**config.mk**
```make
export PLATFORM = sky130hd
export DESIGN_NAME = tcr_timer
export DESIGN_NICKNAME = d
export VERILOG_FILES = /design/src/core/tcr_pkg.sv /design/src/core/tcr_fall_detect.sv /design/src/core/tcr_cycle_tick.sv /design/src/core/tcr_timer.sv
export SDC_FILE = /design/constraint.sdc
export NUM_CORES = 1
export LEC_CHECK = 0
export BUFFER_PORTS_ARGS = -buffer_cell sky130_fd_sc_hd__buf_2
export CORE_MARGIN = 2
export CORE_UTILIZATION = 50
export CTS_BUF_LIST = sky130_fd_sc_hd__clkbuf_4
export DETAILED_ROUTE_END_ITERATION = 7
export GPL_ROUTABILITY_DRIVEN = 0
export HOLD_SLACK_MARGIN = 0.02
export PLACE_DENSITY = 0.76
export SLEW_MARGIN = 25
export SYNTH_ARGS = -nofsm -noshare
export SYNTH_HDL_FRONTEND = slang
export SYNTH_SLANG_ARGS = --single-unit
```
**constraint.sdc**
```tcl
create_clock -name i_clk -period 7.5 [get_ports i_clk]
set_input_delay 0.75 -clock i_clk [delete_from_list [all_inputs] [get_ports i_clk]]
set_output_delay 0.75 -clock i_clk [all_outputs]
set_load 0.03 [all_outputs]
```
**src/core/tcr_pkg.sv**
```systemverilog
// Constants, register map and mode decoding for the 16-bit timer
package tcr_pkg;

	// ==========================================================
	// Bus geometry
	localparam int AW = 5;
	localparam int DW = 32;
	localparam int BW = DW / 8;

	// ==========================================================
	// Register byte offsets
	localparam logic [AW-1:0] ADDR_CTRL   = 5'h00;
	localparam logic [AW-1:0] ADDR_COUNT  = 5'h04;
	localparam logic [AW-1:0] ADDR_RELOAD = 5'h08;
	localparam logic [AW-1:0] ADDR_STATUS = 5'h0c;
	localparam logic [AW-1:0] ADDR_MASK   = 5'h10;

	// ==========================================================
	// Control register fields
	localparam int CTL_OVF  = 7;
	localparam int CTL_EXT  = 6;
	localparam int CTL_RXS  = 5;
	localparam int CTL_TXS  = 4;
	localparam int CTL_TEN  = 3;
	localparam int CTL_RUN  = 2;
	localparam int CTL_CSEL = 1;
	localparam int CTL_CAP  = 0;
	localparam int CTL_WR_W = 6;

	// Status and mask fields
	localparam int STS_OVF = 0;
	localparam int STS_EXT = 1;
	localparam int STS_W   = 2;

	// ==========================================================
	// Reset values
	localparam logic [CTL_WR_W-1:0] CTRL_RST   = 6'h00;
	localparam logic [15:0]         COUNT_RST  = 16'h0000;
	localparam logic [15:0]         RELOAD_RST = 16'h0000;
	localparam logic [STS_W-1:0]    STS_RST    = 2'h0;
	localparam logic [STS_W-1:0]    MASK_RST   = 2'h0;

	// ==========================================================
	// Timing: one machine cycle is twelve oscillator periods
	localparam int MC_OSC_PERIODS = 12;
	localparam int CLK_PERIOD_NS  = 5;
	localparam int MC_NS          = MC_OSC_PERIODS * CLK_PERIOD_NS;
	localparam int MC_CYCLES      = MC_NS / CLK_PERIOD_NS;

	// ==========================================================
	// Operating modes
	typedef enum logic [1:0] {
		MODE_OFF     = 2'b00,
		MODE_RELOAD  = 2'b01,
		MODE_CAPTURE = 2'b10,
		MODE_BAUD    = 2'b11
	} tcr_mode_e;

	function automatic tcr_mode_e tcr_decode_mode(
		input logic [CTL_WR_W-1:0] ctrl
	);
		if (!ctrl[CTL_RUN]) begin
			return MODE_OFF;
		end else if (ctrl[CTL_RXS] || ctrl[CTL_TXS]) begin
			return MODE_BAUD;
		end else if (ctrl[CTL_CAP]) begin
			return MODE_CAPTURE;
		end else begin
			return MODE_RELOAD;
		end
	endfunction

endpackage

```
**src/core/tcr_fall_detect.sv**
```systemverilog
// Registered falling-edge detector for a synchronous pin
`timescale 1ns/10ps
`default_nettype none

module tcr_fall_detect (
	// Clock and reset
	input  wire logic i_clk,
	input  wire logic i_srst,
	// Pin and edge pulse
	input  wire logic i_level,
	output var  logic o_fall
);

	logic prev_r;

	// Reset to low so a pin held low at start gives no edge
	always_ff @(posedge i_clk) begin
		if (i_srst) begin
			prev_r <= 1'b0;
		end else begin
			prev_r <= i_level;
		end
	end

	always_ff @(posedge i_clk) begin
		if (i_srst) begin
			o_fall <= 1'b0;
		end else begin
			o_fall <= prev_r & ~i_level;
		end
	end

endmodule // tcr_fall_detect

`default_nettype wire

```
**src/core/tcr_cycle_tick.sv**
```systemverilog
// Machine-cycle tick: one pulse every DIV clock periods
`timescale 1ns/10ps
`default_nettype none

module tcr_cycle_tick #(
	parameter int DIV = tcr_pkg::MC_CYCLES
) (
	// Clock and reset
	input  wire logic i_clk,
	input  wire logic i_srst,
	// Tick
	output var  logic o_tick
);

	localparam int CW = $clog2(DIV);
	localparam logic [CW-1:0] LAST = CW'(DIV - 1);

	logic [CW-1:0] cnt_r;

	always_ff @(posedge i_clk) begin
		if (i_srst) begin
			cnt_r <= '0;
		end else if (cnt_r == LAST) begin
			cnt_r <= '0;
		end else begin
			cnt_r <= cnt_r + 1'b1;
		end
	end

	always_ff @(posedge i_clk) begin
		if (i_srst) begin
			o_tick <= 1'b0;
		end else begin
			o_tick <= (cnt_r == LAST);
		end
	end

endmodule // tcr_cycle_tick

`default_nettype wire

```
**src/core/tcr_timer.sv**
```systemverilog
// 16-bit timer/counter with capture, auto-reload and baud modes
`timescale 1ns/10ps
`default_nettype none

module tcr_timer #(
	parameter int TICK_DIV = tcr_pkg::MC_CYCLES
) (
	// Clock and reset
	input  wire logic                    i_clk,
	input  wire logic                    i_srst,
	// Avalon-MM slave
	input  wire logic [tcr_pkg::AW-1:0]  i_avs_address,
	input  wire logic                    i_avs_read,
	input  wire logic                    i_avs_write,
	input  wire logic [tcr_pkg::DW-1:0]  i_avs_writedata,
	input  wire logic [tcr_pkg::BW-1:0]  i_avs_byteenable,
	output var  logic [tcr_pkg::DW-1:0]  o_avs_readdata,
	output logic                         o_avs_waitrequest,
	// External pins
	input  wire logic                    i_count_pin,
	input  wire logic                    i_trigger_pin,
	// Serial port clocking
	input  wire logic                    i_other_timer_ovf,
	output var  logic                    o_serial_rx_clk,
	output var  logic                    o_serial_tx_clk,
	// Interrupt
	output logic                         o_irq
);

	import tcr_pkg::*;

	// ==========================================================
	// Declarations
	logic [CTL_WR_W-1:0] ctrl_r;
	logic [15:0]         count_r;
	logic [15:0]         reload_r;
	logic [STS_W-1:0]    sts_r;
	logic [STS_W-1:0]    sts_nxt;
	logic [STS_W-1:0]    mask_r;
	logic                ack_r;
	logic                fire;
	logic                wr_ctrl;
	logic                wr_count;
	logic                wr_reload;
	logic                wr_status;
	logic                wr_mask;
	logic                tick;
	logic                cnt_fall;
	logic                trig_fall;
	logic                step;
	logic                trig;
	logic                wrap;
	logic [DW-1:0]       rd_mux;
	tcr_mode_e           mode;

	// Merge write data into a 16-bit register by byte lane
	function automatic logic [15:0] lane_merge(
		input logic [15:0]   old,
		input logic [DW-1:0] wdata,
		input logic [BW-1:0] be
	);
		logic [15:0] res;
		res = old;
		if (be[0]) begin
			res[7:0] = wdata[7:0];
		end
		if (be[1]) begin
			res[15:8] = wdata[15:8];
		end
		return res;
	endfunction

	// ==========================================================
	// Event sources
	tcr_cycle_tick #(
		.DIV (TICK_DIV)
	) u_tick (
		.i_clk  (i_clk),
		.i_srst (i_srst),
		.o_tick (tick)
	);

	tcr_fall_detect u_count_edge (
		.i_clk   (i_clk),
		.i_srst  (i_srst),
		.i_level (i_count_pin),
		.o_fall  (cnt_fall)
	);

	tcr_fall_detect u_trig_edge (
		.i_clk   (i_clk),
		.i_srst  (i_srst),
		.i_level (i_trigger_pin),
		.o_fall  (trig_fall)
	);

	// ==========================================================
	// Avalon slave: one wait state on every access
	assign o_avs_waitrequest = (i_avs_read | i_avs_write) & ~ack_r;
	assign fire      = i_avs_write & ack_r;
	assign wr_ctrl   = fire & (i_avs_address == ADDR_CTRL);
	assign wr_count  = fire & (i_avs_address == ADDR_COUNT);
	assign wr_reload = fire & (i_avs_address == ADDR_RELOAD);
	assign wr_status = fire & (i_avs_address == ADDR_STATUS);
	assign wr_mask   = fire & (i_avs_address == ADDR_MASK);

	always_ff @(posedge i_clk) begin
		if (i_srst) begin
			ack_r <= 1'b0;
		end else begin
			ack_r <= (i_avs_read | i_avs_write) & ~ack_r;
		end
	end

	// Unmapped addresses read as zero
	always_comb begin
		rd_mux = '0;
		unique case (i_avs_address)
			ADDR_CTRL: begin
				rd_mux[7:0] = {sts_r[STS_OVF], sts_r[STS_EXT], ctrl_r};
			end
			ADDR_COUNT: begin
				rd_mux[15:0] = count_r;
			end
			ADDR_RELOAD: begin
				rd_mux[15:0] = reload_r;
			end
			ADDR_STATUS: begin
				rd_mux[STS_W-1:0] = sts_r;
			end
			ADDR_MASK: begin
				rd_mux[STS_W-1:0] = mask_r;
			end
			default: begin
				rd_mux = '0;
			end
		endcase
	end

	always_ff @(posedge i_clk) begin
		if (i_srst) begin
			o_avs_readdata <= '0;
		end else if (i_avs_read & ~ack_r) begin
			o_avs_readdata <= rd_mux;
		end
	end

	// ==========================================================
	// Control and mask registers
	always_ff @(posedge i_clk) begin
		if (i_srst) begin
			ctrl_r <= CTRL_RST;
		end else if (wr_ctrl & i_avs_byteenable[0]) begin
			ctrl_r <= i_avs_writedata[CTL_WR_W-1:0];
		end
	end

	always_ff @(posedge i_clk) begin
		if (i_srst) begin
			mask_r <= MASK_RST;
		end else if (wr_mask & i_avs_byteenable[0]) begin
			mask_r <= i_avs_writedata[STS_W-1:0];
		end
	end

	// ==========================================================
	// Mode and counting events
	assign mode = tcr_decode_mode(ctrl_r);

	always_comb begin
		step = 1'b0;
		trig = 1'b0;
		unique case (mode)
			MODE_OFF: begin
				step = 1'b0;
				trig = 1'b0;
			end
			MODE_RELOAD, MODE_CAPTURE: begin
				step = ctrl_r[CTL_CSEL] ? cnt_fall : tick;
				trig = trig_fall & ctrl_r[CTL_TEN];
			end
			MODE_BAUD: begin
				step = ctrl_r[CTL_CSEL] ? cnt_fall : tick;
				trig = 1'b0;
			end
		endcase
	end

	assign wrap = step & (count_r == 16'hffff);

	// ==========================================================
	// Count register
	always_ff @(posedge i_clk) begin
		if (i_srst) begin
			count_r <= COUNT_RST;
		end else if (wr_count) begin
			count_r <= lane_merge(count_r, i_avs_writedata,
				i_avs_byteenable);
		end else begin
			unique case (mode)
				MODE_OFF: begin
					count_r <= count_r;
				end
				MODE_CAPTURE: begin
					if (step) begin
						count_r <= count_r + 16'h0001;
					end
				end
				MODE_RELOAD, MODE_BAUD: begin
					if (trig | wrap) begin
						count_r <= reload_r;
					end else if (step) begin
						count_r <= count_r + 16'h0001;
					end
				end
			endcase
		end
	end

	// Hardware capture beats a same-cycle software write
	always_ff @(posedge i_clk) begin
		if (i_srst) begin
			reload_r <= RELOAD_RST;
		end else if (trig && mode == MODE_CAPTURE) begin
			reload_r <= count_r;
		end else if (wr_reload) begin
			reload_r <= lane_merge(reload_r, i_avs_writedata,
				i_avs_byteenable);
		end
	end

	// ==========================================================
	// Sticky flags, write one to clear, set wins
	always_comb begin
		sts_nxt = sts_r;
		if (wr_status & i_avs_byteenable[0]) begin
			sts_nxt = sts_r & ~i_avs_writedata[STS_W-1:0];
		end
		if (wrap && mode != MODE_BAUD) begin
			sts_nxt[STS_OVF] = 1'b1;
		end
		if (trig) begin
			sts_nxt[STS_EXT] = 1'b1;
		end
	end

	always_ff @(posedge i_clk) begin
		if (i_srst) begin
			sts_r <= STS_RST;
		end else begin
			sts_r <= sts_nxt;
		end
	end

	assign o_irq = |(sts_r & mask_r);

	// ==========================================================
	// Serial clock sources
	always_ff @(posedge i_clk) begin
		if (i_srst) begin
			o_serial_rx_clk <= 1'b0;
			o_serial_tx_clk <= 1'b0;
		end else begin
			o_serial_rx_clk <= ctrl_r[CTL_RXS] ? wrap
				: i_other_timer_ovf;
			o_serial_tx_clk <= ctrl_r[CTL_TXS] ? wrap
				: i_other_timer_ovf;
		end
	end
endmodule // tcr_timer

`default_nettype wire

```
## After elaboration in Yosys (flattened, before gate mapping)

Cells that the tools add are included.

- Bits in registers: 70
- Output and inout port bits: 36
- Logic and storage cells: 98

- Add/subtract/negate cells: 2
- Equal/unequal tests: 13
- Mux-type cells: 22
- Bitwise operators: 23
- Reduce and logical (&&, ||, !) cells: 20

Operator list:

| kind | count |
|---|---|
| two-way mux 16 bit | 5 |
| one-hot mux 16 bit (2 select lines) | 1 |
| one-hot mux 6 bit (3 select lines) | 1 |
| adder 16 x 1 -> 16 bit (second input constant) | 1 |
| equality test 16 bit (second input constant) | 1 |
| two-way mux 8 bit | 2 |
| one-hot mux 8 bit (2 select lines) | 1 |
| AND 1 bit | 15 |
| equality test 5 x 4 -> 1 bit (second input constant) | 2 |
| one-hot mux 2 bit (5 select lines) | 1 |
| nonzero test 2 bit | 5 |
| OR reduction 2 bit | 5 |
| two-way mux 2 bit | 4 |
| inequality test 2 bit (second input constant) | 4 |
| AND reduction 2 bit | 4 |
| equality test 5 x 3 -> 1 bit (second input constant) | 1 |
| equality test 5 bit (second input constant) | 1 |
| zero test 5 bit | 1 |
| two-way mux 1 bit | 5 |
| adder 4 x 1 -> 4 bit (second input constant) | 1 |
| AND 2 bit | 2 |
| equality test 2 bit (second input constant) | 2 |
| equality test 4 bit (second input constant) | 1 |
| one-hot mux 1 bit (2 select lines) | 2 |
| 8 further kinds | 12 |

## Longest topological paths before layout

Gate-level depths: netlist of run 1.

- Word-level depth: 11
- Gate-level depth with buffers: 12
- Gate-level depth less buffers: 9

## By module

Synthesis of run 1 repeated with hierarchy kept, for this count alone.

- Cell total of the unflattened synthesis: 479
- Area total of the unflattened synthesis: 3,948.8 um^2

By module, submodules not included:

| module | times used | cells each | area each (um^2) |
|---|---|---|---|
| tcr_timer | 1 | 453 | 3,632.2 |
| tcr_cycle_tick | 1 | 18 | 198.9 |
| tcr_fall_detect | 2 | 4 | 58.8 |

## Worst setup path after synthesis of run 1

OpenSTA, ideal clock, no wires.

- Path type: register -> register
- From: register ctrl_r[4]
- To: register reload_r[15]
- Arrival: 2.351 ns
- Data required time: 7.361 ns
- Setup slack: 5.010 ns
- Cell stages (with the launch flop): 13
- Buffers on the path: 3
- Path through: dfxtp_1 or3b_1 and2_4 buf_6 inv_1 ha_1 and3_1 clkbuf_1 nand2_1 nand2_1 buf_2 nor2_1 a211oi_1

- Longest elaborated chain between the ends: 9
- Elaborated cells on any way between the ends: 15

RTL lines:

| element | RTL line | source |
|---|---|---|
| start: declaration | tcr_timer.sv:34 | `logic [CTL_WR_W-1:0] ctrl_r;` |
| start signal: assignment | tcr_timer.sv:154 | `ctrl_r <= i_avs_writedata[CTL_WR_W-1:0];` |
| logical OR 1 bit (*) | tcr_pkg.sv:64 | `end else if (ctrl[CTL_RXS] \|\| ctrl[CTL_TXS]) begin` |
| two-way mux 2 bit (*) | tcr_pkg.sv:64 |  |
| two-way mux 2 bit (*) | tcr_pkg.sv:62 | `if (!ctrl[CTL_RUN]) begin` |
| equality test 2 bit (tied with other cells) | tcr_timer.sv:173 | `unique case (mode)` |
| OR reduction 2 bit, on equally long branches | -- |  |
| one-hot mux 1 bit (2 select lines) | tcr_timer.sv:173 |  |
| logical AND 1 bit (*) | tcr_timer.sv:224 | `end else if (trig && mode == MODE_CAPTURE) begin` |
| nonzero test 2 bit (no line) | -- |  |
| AND reduction 2 bit (no line) | -- |  |
| end signal: assignment | tcr_timer.sv:225 | `reload_r <= count_r;` |
| end signal: assignment | tcr_timer.sv:227 | `reload_r <= lane_merge(reload_r, i_avs_writedata,` |
| end: declaration | tcr_timer.sv:36 | `logic [15:0] reload_r;` |

Every way passes the cells marked *; elsewhere a longest branch is shown, timed or not.
A chain may end at the register's enable or synchronous reset.

## Final worst setup path of run 1

- From: register ctrl_r[0]
- To: register reload_r[15]

- Longest elaborated chain between the ends: 9
- Elaborated cells on any way between the ends: 15

RTL lines:

| element | RTL line | source |
|---|---|---|
| two-way mux 2 bit (*) | tcr_pkg.sv:66 | `end else if (ctrl[CTL_CAP]) begin` |
| two-way mux 2 bit (*) | tcr_pkg.sv:64 |  |
| two-way mux 2 bit (*) | tcr_pkg.sv:62 |  |
| equality test 2 bit (tied with other cells) | tcr_timer.sv:173 |  |
| OR reduction 2 bit, on equally long branches | -- |  |
| one-hot mux 1 bit (2 select lines) | tcr_timer.sv:173 |  |
| logical AND 1 bit (*) | tcr_timer.sv:224 |  |
| nonzero test 2 bit (no line) | -- |  |
| AND reduction 2 bit (no line) | -- |  |

Marked as above.

==> results of run 1 <==
## per-stage QoR
step | util [%] | power, uW | instances | hold WS [ns] | worst slack (ns)
6_report | 55.78 | 712.3 | 604 | 0.4592 | 4.077
5_1_grt | 55.78 | 736.8 | 604 | 0.4602 | 3.848
4_1_cts | 55.78 | 717.7 | 604 | 0.4452 | 4.096
3_5_place_dp | 53.71 | 445.0 | 588 | 0.4461 | 4.115
3_3_place_gp | 53.71 | 443.4 | 588 | 0.4378 | 4.255
2_1_floorplan | - | 431.6 | 485 | 0.4294 | 5.010
## sequential cells by signal, summed over array words and instances, names as in the netlist
| register | cells |
|---|---|
| u_trig_edge.o_fall | 1 |
| o_avs_readdata | 16 |
| u_count_edge.o_fall | 1 |
| o_serial_tx_clk | 1 |
| ctrl_r | 6 |
| o_serial_rx_clk | 1 |
| u_tick.o_tick | 1 |
| u_count_edge.prev_r | 1 |
| reload_r | 16 |
| u_tick.cnt_r | 4 |
| ack_r | 1 |
| mask_r | 2 |
| u_trig_edge.prev_r | 1 |
| sts_r | 2 |
| count_r | 16 |
## cells in the final DEF (no fill, tap or decap), types with 6 or more instances in the layout
cell type,Yosys,layout
mux2i_1,33,33
a22oi_1,19,19
o21ai_1,7,7
nor3_1,15,15
nor2_1,64,64
a211oi_1,19,19
inv_1,9,9
conb_1,1,16
nand3_1,13,13
nand4_1,8,8
clkbuf_4,0,10
buf_2,10,49
nand2_1,25,25
o21ai_0,9,9
dfxtp_1,70,70
xor2_1,10,10
a21oi_1,20,20
and3_1,6,6
xnor2_1,6,6
## power by group
group	switching, uW	total, uW	internal [uW]	leakage, uW
clock network	137	275	138	0.0000844
registers	2.90	378	375	0.000566
logic	42.7	59.1	16.3	0.00113
## worst max-delay path by stage
| stage | from | end |
|---|---|---|
| 2_1_floorplan | ctrl_r[4] | reload_r[15] |
| 3_3_place_gp | ctrl_r[0] | reload_r[8] |
| 3_5_place_dp | ctrl_r[0] | reload_r[15] |
| 4_1_cts | ctrl_r[0] | reload_r[15] |
| 5_1_grt | ctrl_r[0] | reload_r[15] |
| 6_report | ctrl_r[0] | reload_r[15] |
## metal layers
metal  share of wire (%)  wire length (um)
met1                  43              4288
met2                  48              4729
met3                 6.4               639
met4                 2.8               274
met5                   0                 0
## worst max-delay path, delay by kind of cell (launching register included)
| family | cells | cell delay (ns) |
|---|---|---|
| AND/OR/NAND/NOR | 5 | 2.21 |
| flip-flops | 1 | 0.41 |
| AO/OA/AOI/OAI | 1 | 0.39 |
| buffers and inverters | 1 | 0.08 |
| adder cells (fa/ha/maj) | 1 | 0.23 |
## cell families after synthesis
logic type | count (synthesis)
compound gates | 109
fa+ha+maj | 5
mux | 35
other cells | 1
flops | 70
xor+xnor | 16
buf+inv | 60
simple gates | 174
## layout make-up
| class | count | area, sq um |
|---|---|---|
| Tap cell | 102 | 127.6 |
| Inverter | 9 | 33.78 |
| Clock inverter | 6 | 85.08 |
| Timing Repair Buffer | 52 | 267.8 |
| Clock buffer | 10 | 75.07 |
| Fill cell | 717 | 3417 |
| Sequential cell | 70 | 1401 |
| Multi-Input combinational cell | 355 | 2320 |
==> run_results.csv, run 1 <==
group,metric,value,unit
setup_path,cp.arrival,3.77,ns
floorplan,rows,32,
logic_synthesis,synth_enable_flop_cells,0,
sta,worst_slew_pin_slew,1.032,ns
sta,finalHoldViolCount,0,
logic_synthesis,ys_warn_count,0,
finish,design_area,0.004310,sq mm
cts,cts_resized,0,
sta,finalSetupTns,0,ns
drt,wire_per_inst,16.44,um
logic_synthesis,syn_inst,470,
worst_hold_path,min_delay_path_depth,1,
worst_hold_path,hold_end,"u_count_edge.o_fall",
sta,period_needed,3.423,ns
drt,drtAntennaViolNets,0,
sta,rsz0062_at_grt,"no",
global_route,grtUsageMet1,30.79,%
sta,relSlewSlack,31.00,%
logic_synthesis,yosysSeqAreaShare,35.12,%
logic_synthesis,syn-cell-area,0.003990,sq mm
pwr,ir_drop,0.1104,mV
logic_synthesis,muxShareOfSynthArea,9.125,%
cts,cts.sinks,70,
logic_synthesis,synth-seq-cells,70,
global_route,top_usage_layer,"met2",
floorplan,start_util,51.64,%
logic_synthesis,async_flop_share,0,%
global_route,grtUsageMet3,5.560,%
run,maxCapViolCount,0,
pwr,p_leak,0.001777,uW
logic_synthesis,yosysUniqueCellTypes,68,
setup_path,path_max_fanout,17,
setup_path,cp_cell_sequence,"or3b_1 -> and2_4 -> inv_1 -> ha_1 -> and3_1 -> nand2_1 -> nand2_1 -> a211oi_1",
logic_synthesis,syn_avg_cell_area,8.490,sq um
drt,vias,3574,
cts,cts_buffer_depth,2,
worst_hold_path,min_path_type,"flip-flop to flip-flop",
sta,report.final.slew_viol_count,0,
setup_path,reg2reg_slack,4.08,ns
pwr,p_per_area,165.3,mW/mm^2
logic_synthesis,yosys.area.top_type_share,35.12,%
drt,first_iter_violations,277,
sta,finalSetupViolCount,0,
cts,clk_latency,0.43,ns
global_route,overflow,0,
logic_synthesis,synth-xor-area-share,3.512,%
place,dpl_cell_area,0.004150,sq mm
cts,path_clk_slew,0.12,ns
logic_synthesis,synth_adder_area_share,1.568,%
global_route,grt_pass1_vias,3414,
logic_synthesis,synth_top_area_cell,"dfxtp_1",
cts,cts_max_level,3,
floorplan,die-area,0.008710,sq mm
global_route,antenna_found_initial,0,
setup_path,startpoint_type,"flip-flop",
finish,drive_gt1_share,17.13,%
floorplan,coreArea,0.007727,sq mm
global_route,met2_usage,38.97,%
setup_path,cpMaxStageDelayCell,"nand2_1",
global_route,grt_first_pass_wirelength,16400,um
setup_path,cp.required,7.85,ns
floorplan,io_pins,84,
sta,fmax,0.2921,GHz
finish,antenna_cells,0,
logic_synthesis,yosysMostFrequentCell,"dfxtp_1",
cts,cts_buffers,9,
cts,cts_tree,"done",
status,status,"finished, final reports clean",
sta,fin_skew,0.01286,ns
setup_path,r2r_end,"reload_r[15]",
setup_path,cpPeakStageDelay,0.78,ns
setup_path,critPathKind,"flip-flop to flip-flop",
cts,cts_setup_buffers,0,
floorplan,die_w,93.33,um
drt,viasPerCell,5.917,
logic_synthesis,synth_commonest_cells,"dfxtp_1 (70), nor2_1 (64), mux2i_1 (33)",
drt,drc,0,
place,post-dp-hpwl,7219,um
floorplan,die_y,93.33,um
logic_synthesis,synth_ff_type,"dfxtp_1",
worst_hold_path,worstHoldStart,"u_count_edge.prev_r",
logic_synthesis,synth_top_family_by_area,"simple AND/OR/NAND/NOR gates",
logic_synthesis,synth_compound_area_share,19.94,%
cts,hold_buffers,0,
logic_synthesis,synthSimpleGateAreaFrac,22.48,%
cts,cts-root-buf,"clkbuf_4",
global_route,grt.total_usage,24.00,%
finish,nets,550,
place,io_buffers,49,
setup_path,cpMostUsedCell,"nand2_1",
setup_path,r2r-start,"ctrl_r[0]",
setup_path,reg2reg_depth,8,
global_route,grt_max_degree,67,
sta,fin_crit_sh,45.64,%
logic_synthesis,synthTopCellsByArea,"dfxtp_1 (35%), mux2i_1 (8.3%), nor2_1 (6.0%)",
drt,dr.pass1.iters,5,
drt,wirelength,9932,um
setup_path,endpoint_kind,"flip-flop",
finish,syn_to_final_growth,8.027,%
No activity file was read; power rests on OpenSTA's default activity.
==> run 2: changes to the inputs <==
PLACE_DENSITY = 0.79   (was 0.76)
clock period = 2.8 ns   (was 7.5 ns; I/O delays follow)
==> run 2 against run 1 <==
  * First-iteration DRC count fell by 27%
  * Utilization is 0.57 points higher
  * Fmax increased by 33%
  * Worst hold slack got worse by 0.35 ns
  * Sequential cell count did not move
  * Combinational power grew to 2.7 times the previous value
  * Via count grew 2.1%
  * Global-route usage increased by 0.70 points
  * Design area increased by 1.0%
  * Sequential share of layout area is 0.33 points lower
  * Critical path type unchanged
  * Highest routed layer unchanged
==> run_results.csv, run 2 (same netlist as run 1, synthesis figures left out) <==
group,metric,value,unit
global_route,grt_max_degree,39,
sta,worst_slew_pin_slew,0.8926,ns
finish,antenna_cells,0,
sta,finalSetupTns,0,ns
global_route,antenna_found_initial,0,
pwr,p_per_area,393.8,mW/mm^2
global_route,grt.total_usage,24.70,%
finish,seq_area,0.001401,sq mm
cts,cts_buffers,9,
worst_hold_path,min_path_type,"primary input to flip-flop",
drt,vias,3650,
setup_path,cp.required,3.14,ns
finish,final_common_cell,"dfxtp_1",
finish,design_area,0.004354,sq mm
global_route,overflow,0,
floorplan,rows,32,
place,dpl_cell_area,0.004225,sq mm
global_route,grt_pass1_vias,3498,
worst_hold_path,worstHoldStart,"i_other_timer_ovf",
place,io_buffers,49,
floorplan,coreArea,0.007727,sq mm
place,post-dp-hpwl,7623,um
sta,fin_ws,0.2197,ns
sta,finalHoldViolCount,0,
finish,top_regs,"count_r (16), o_avs_readdata (16), reload_r (16)",
pwr,p_sw_share,27.23,%
setup_path,cpPeakStageDelay,0.44,ns
cts,cts_resized,0,
drt,first_iter_violations,201,
sta,finalSetupViolCount,0,
setup_path,critPathKind,"flip-flop to flip-flop",
floorplan,die_w,93.33,um
cts,cts-root-buf,"clkbuf_4",
cts,cts.sinks,70,
pwr,p_comb_share,9.5,%
drt,wirelength,10200,um
floorplan,io_pins,84,
sta,fmax,0.3876,GHz
floorplan,die-area,0.008710,sq mm
setup_path,startpoint,"ctrl_r[5]",
pwr,p_switching,466.9,uW
drt,drtAntennaViolNets,0,
drt,drc,0,
sta,report.final.slew_viol_count,0,
sta,fin_skew,0.01022,ns
cts,cts_tree,"done",
pwr,p_leak,0.001811,uW
setup_path,endpoint_kind,"flip-flop",
setup_path,cp_cell_sequence,"or3b_1 -> and2_4 -> inv_1 -> ha_1 -> nand4b_1 -> nor4_4 -> a22o_1 -> nor2_1 -> a211oi_1",
pwr,ir_drop,0.3756,mV
setup_path,cp.arrival,2.92,ns
run,maxCapViolCount,0,
cts,hold_buffers,1,
global_route,grt_first_pass_wirelength,16930,um
finish,nets,562,
sta,holdWs,0.1094,ns
status,status,"finished, final reports clean",
cts,cts_setup_buffers,0,
floorplan,die_y,93.33,um
cts,cts_max_level,3,
drt,dr.pass1.iters,5,
cts,cts_buffer_depth,2,
sta,period_needed,2.580,ns
floorplan,start_util,51.64,%
drt,wire_per_inst,16.56,um
cts,clk_latency,0.42,ns
place,dp_slack,0.2781,ns
finish,mostFrequentLayoutCells,"dfxtp_1 (70), nor2_1 (64), buf_2 (49)",
drt,viasPerCell,5.925,
setup_path,startpoint_type,"flip-flop",
setup_path,path_max_fanout,9,
finish,syn_to_final_growth,9.125,%
setup_path,cpMaxStageDelayCell,"dfxtp_1",
finish,multiInputGateArea,0.002320,sq mm
sta,rsz0062_at_grt,"no",
sta,fin_crit_sh,92.15,%
cts,path_clk_slew,0.11,ns
pwr,pwr-share-clk,31.5,%
pwr,intPower,1248,uW
sta,relSlewSlack,39.94,%
pwr,seqPwrFrac,59.1,%
finish,fillers,725,
setup_path,r2r-start,"ctrl_r[5]",
finish,fin_util,56.35,%
finish,drive_gt1_share,18.68,%
==> run 2: final timing paths <==
path	cells after the start	slack (ns)	endpoint
worst max register to register	9	0.22	count_r[15]
worst max-delay path	9	0.22	count_r[15]
worst min-delay path	3	0.11	o_serial_tx_clk
worst min register to register	1	0.47	u_count_edge.o_fall
==> run 2: metal layers <==
| metal | vias to the layer above | track usage [%] | share of wire [%] |
|---|---|---|---|
| li1 | 1758 | - | - |
| met1 | 1723 | 31.31 | 43 |
| met2 | 138 | 39.87 | 47 |
| met3 | 31 | 5.077 | 6.6 |
| met4 | 0 | 12.25 | 3.5 |
| met5 | - | 0 | 0 |
==> run 2: area by class of cell <==
cell class	count	share of cell area (%)
clock buffers	11	1.897
clock inverters	5	0.6034
inverters	9	0.7759
multi-input cells	355	53.28
flip-flops and latches	70	32.18
well taps	102	2.931
repair buffers	64	8.333
==> run 2: power groups by stage <==
stage | clock network [uW] | logic (uW) | registers (uW)
detailed placement | 0 | 158 | 1040
CTS | 555 | 160 | 1010
finish | 539 | 162 | 1010
floorplan | 0 | 119 | 1040
global placement | 0 | 155 | 1030
global route | 594 | 177 | 1020
==> run 2: critical path: cells and delay by family, from the launching register on <==
kind                       cells  cell delay [ns]
buffers and inverters          1             0.06
adders and majority gates      1             0.21
and+or+nand+nor                5             1.11
DFF                            1             0.44
AOI/OAI and AO/OA              2             0.69
==> run 2: stage by stage <==
step | total power [uW] | instances
6_report | 1715 | 616
3_5_place_dp | 1194 | 598
4_1_cts | 1728 | 615
3_3_place_gp | 1189 | 598
2_1_floorplan | 1156 | 485
5_1_grt | 1786 | 616
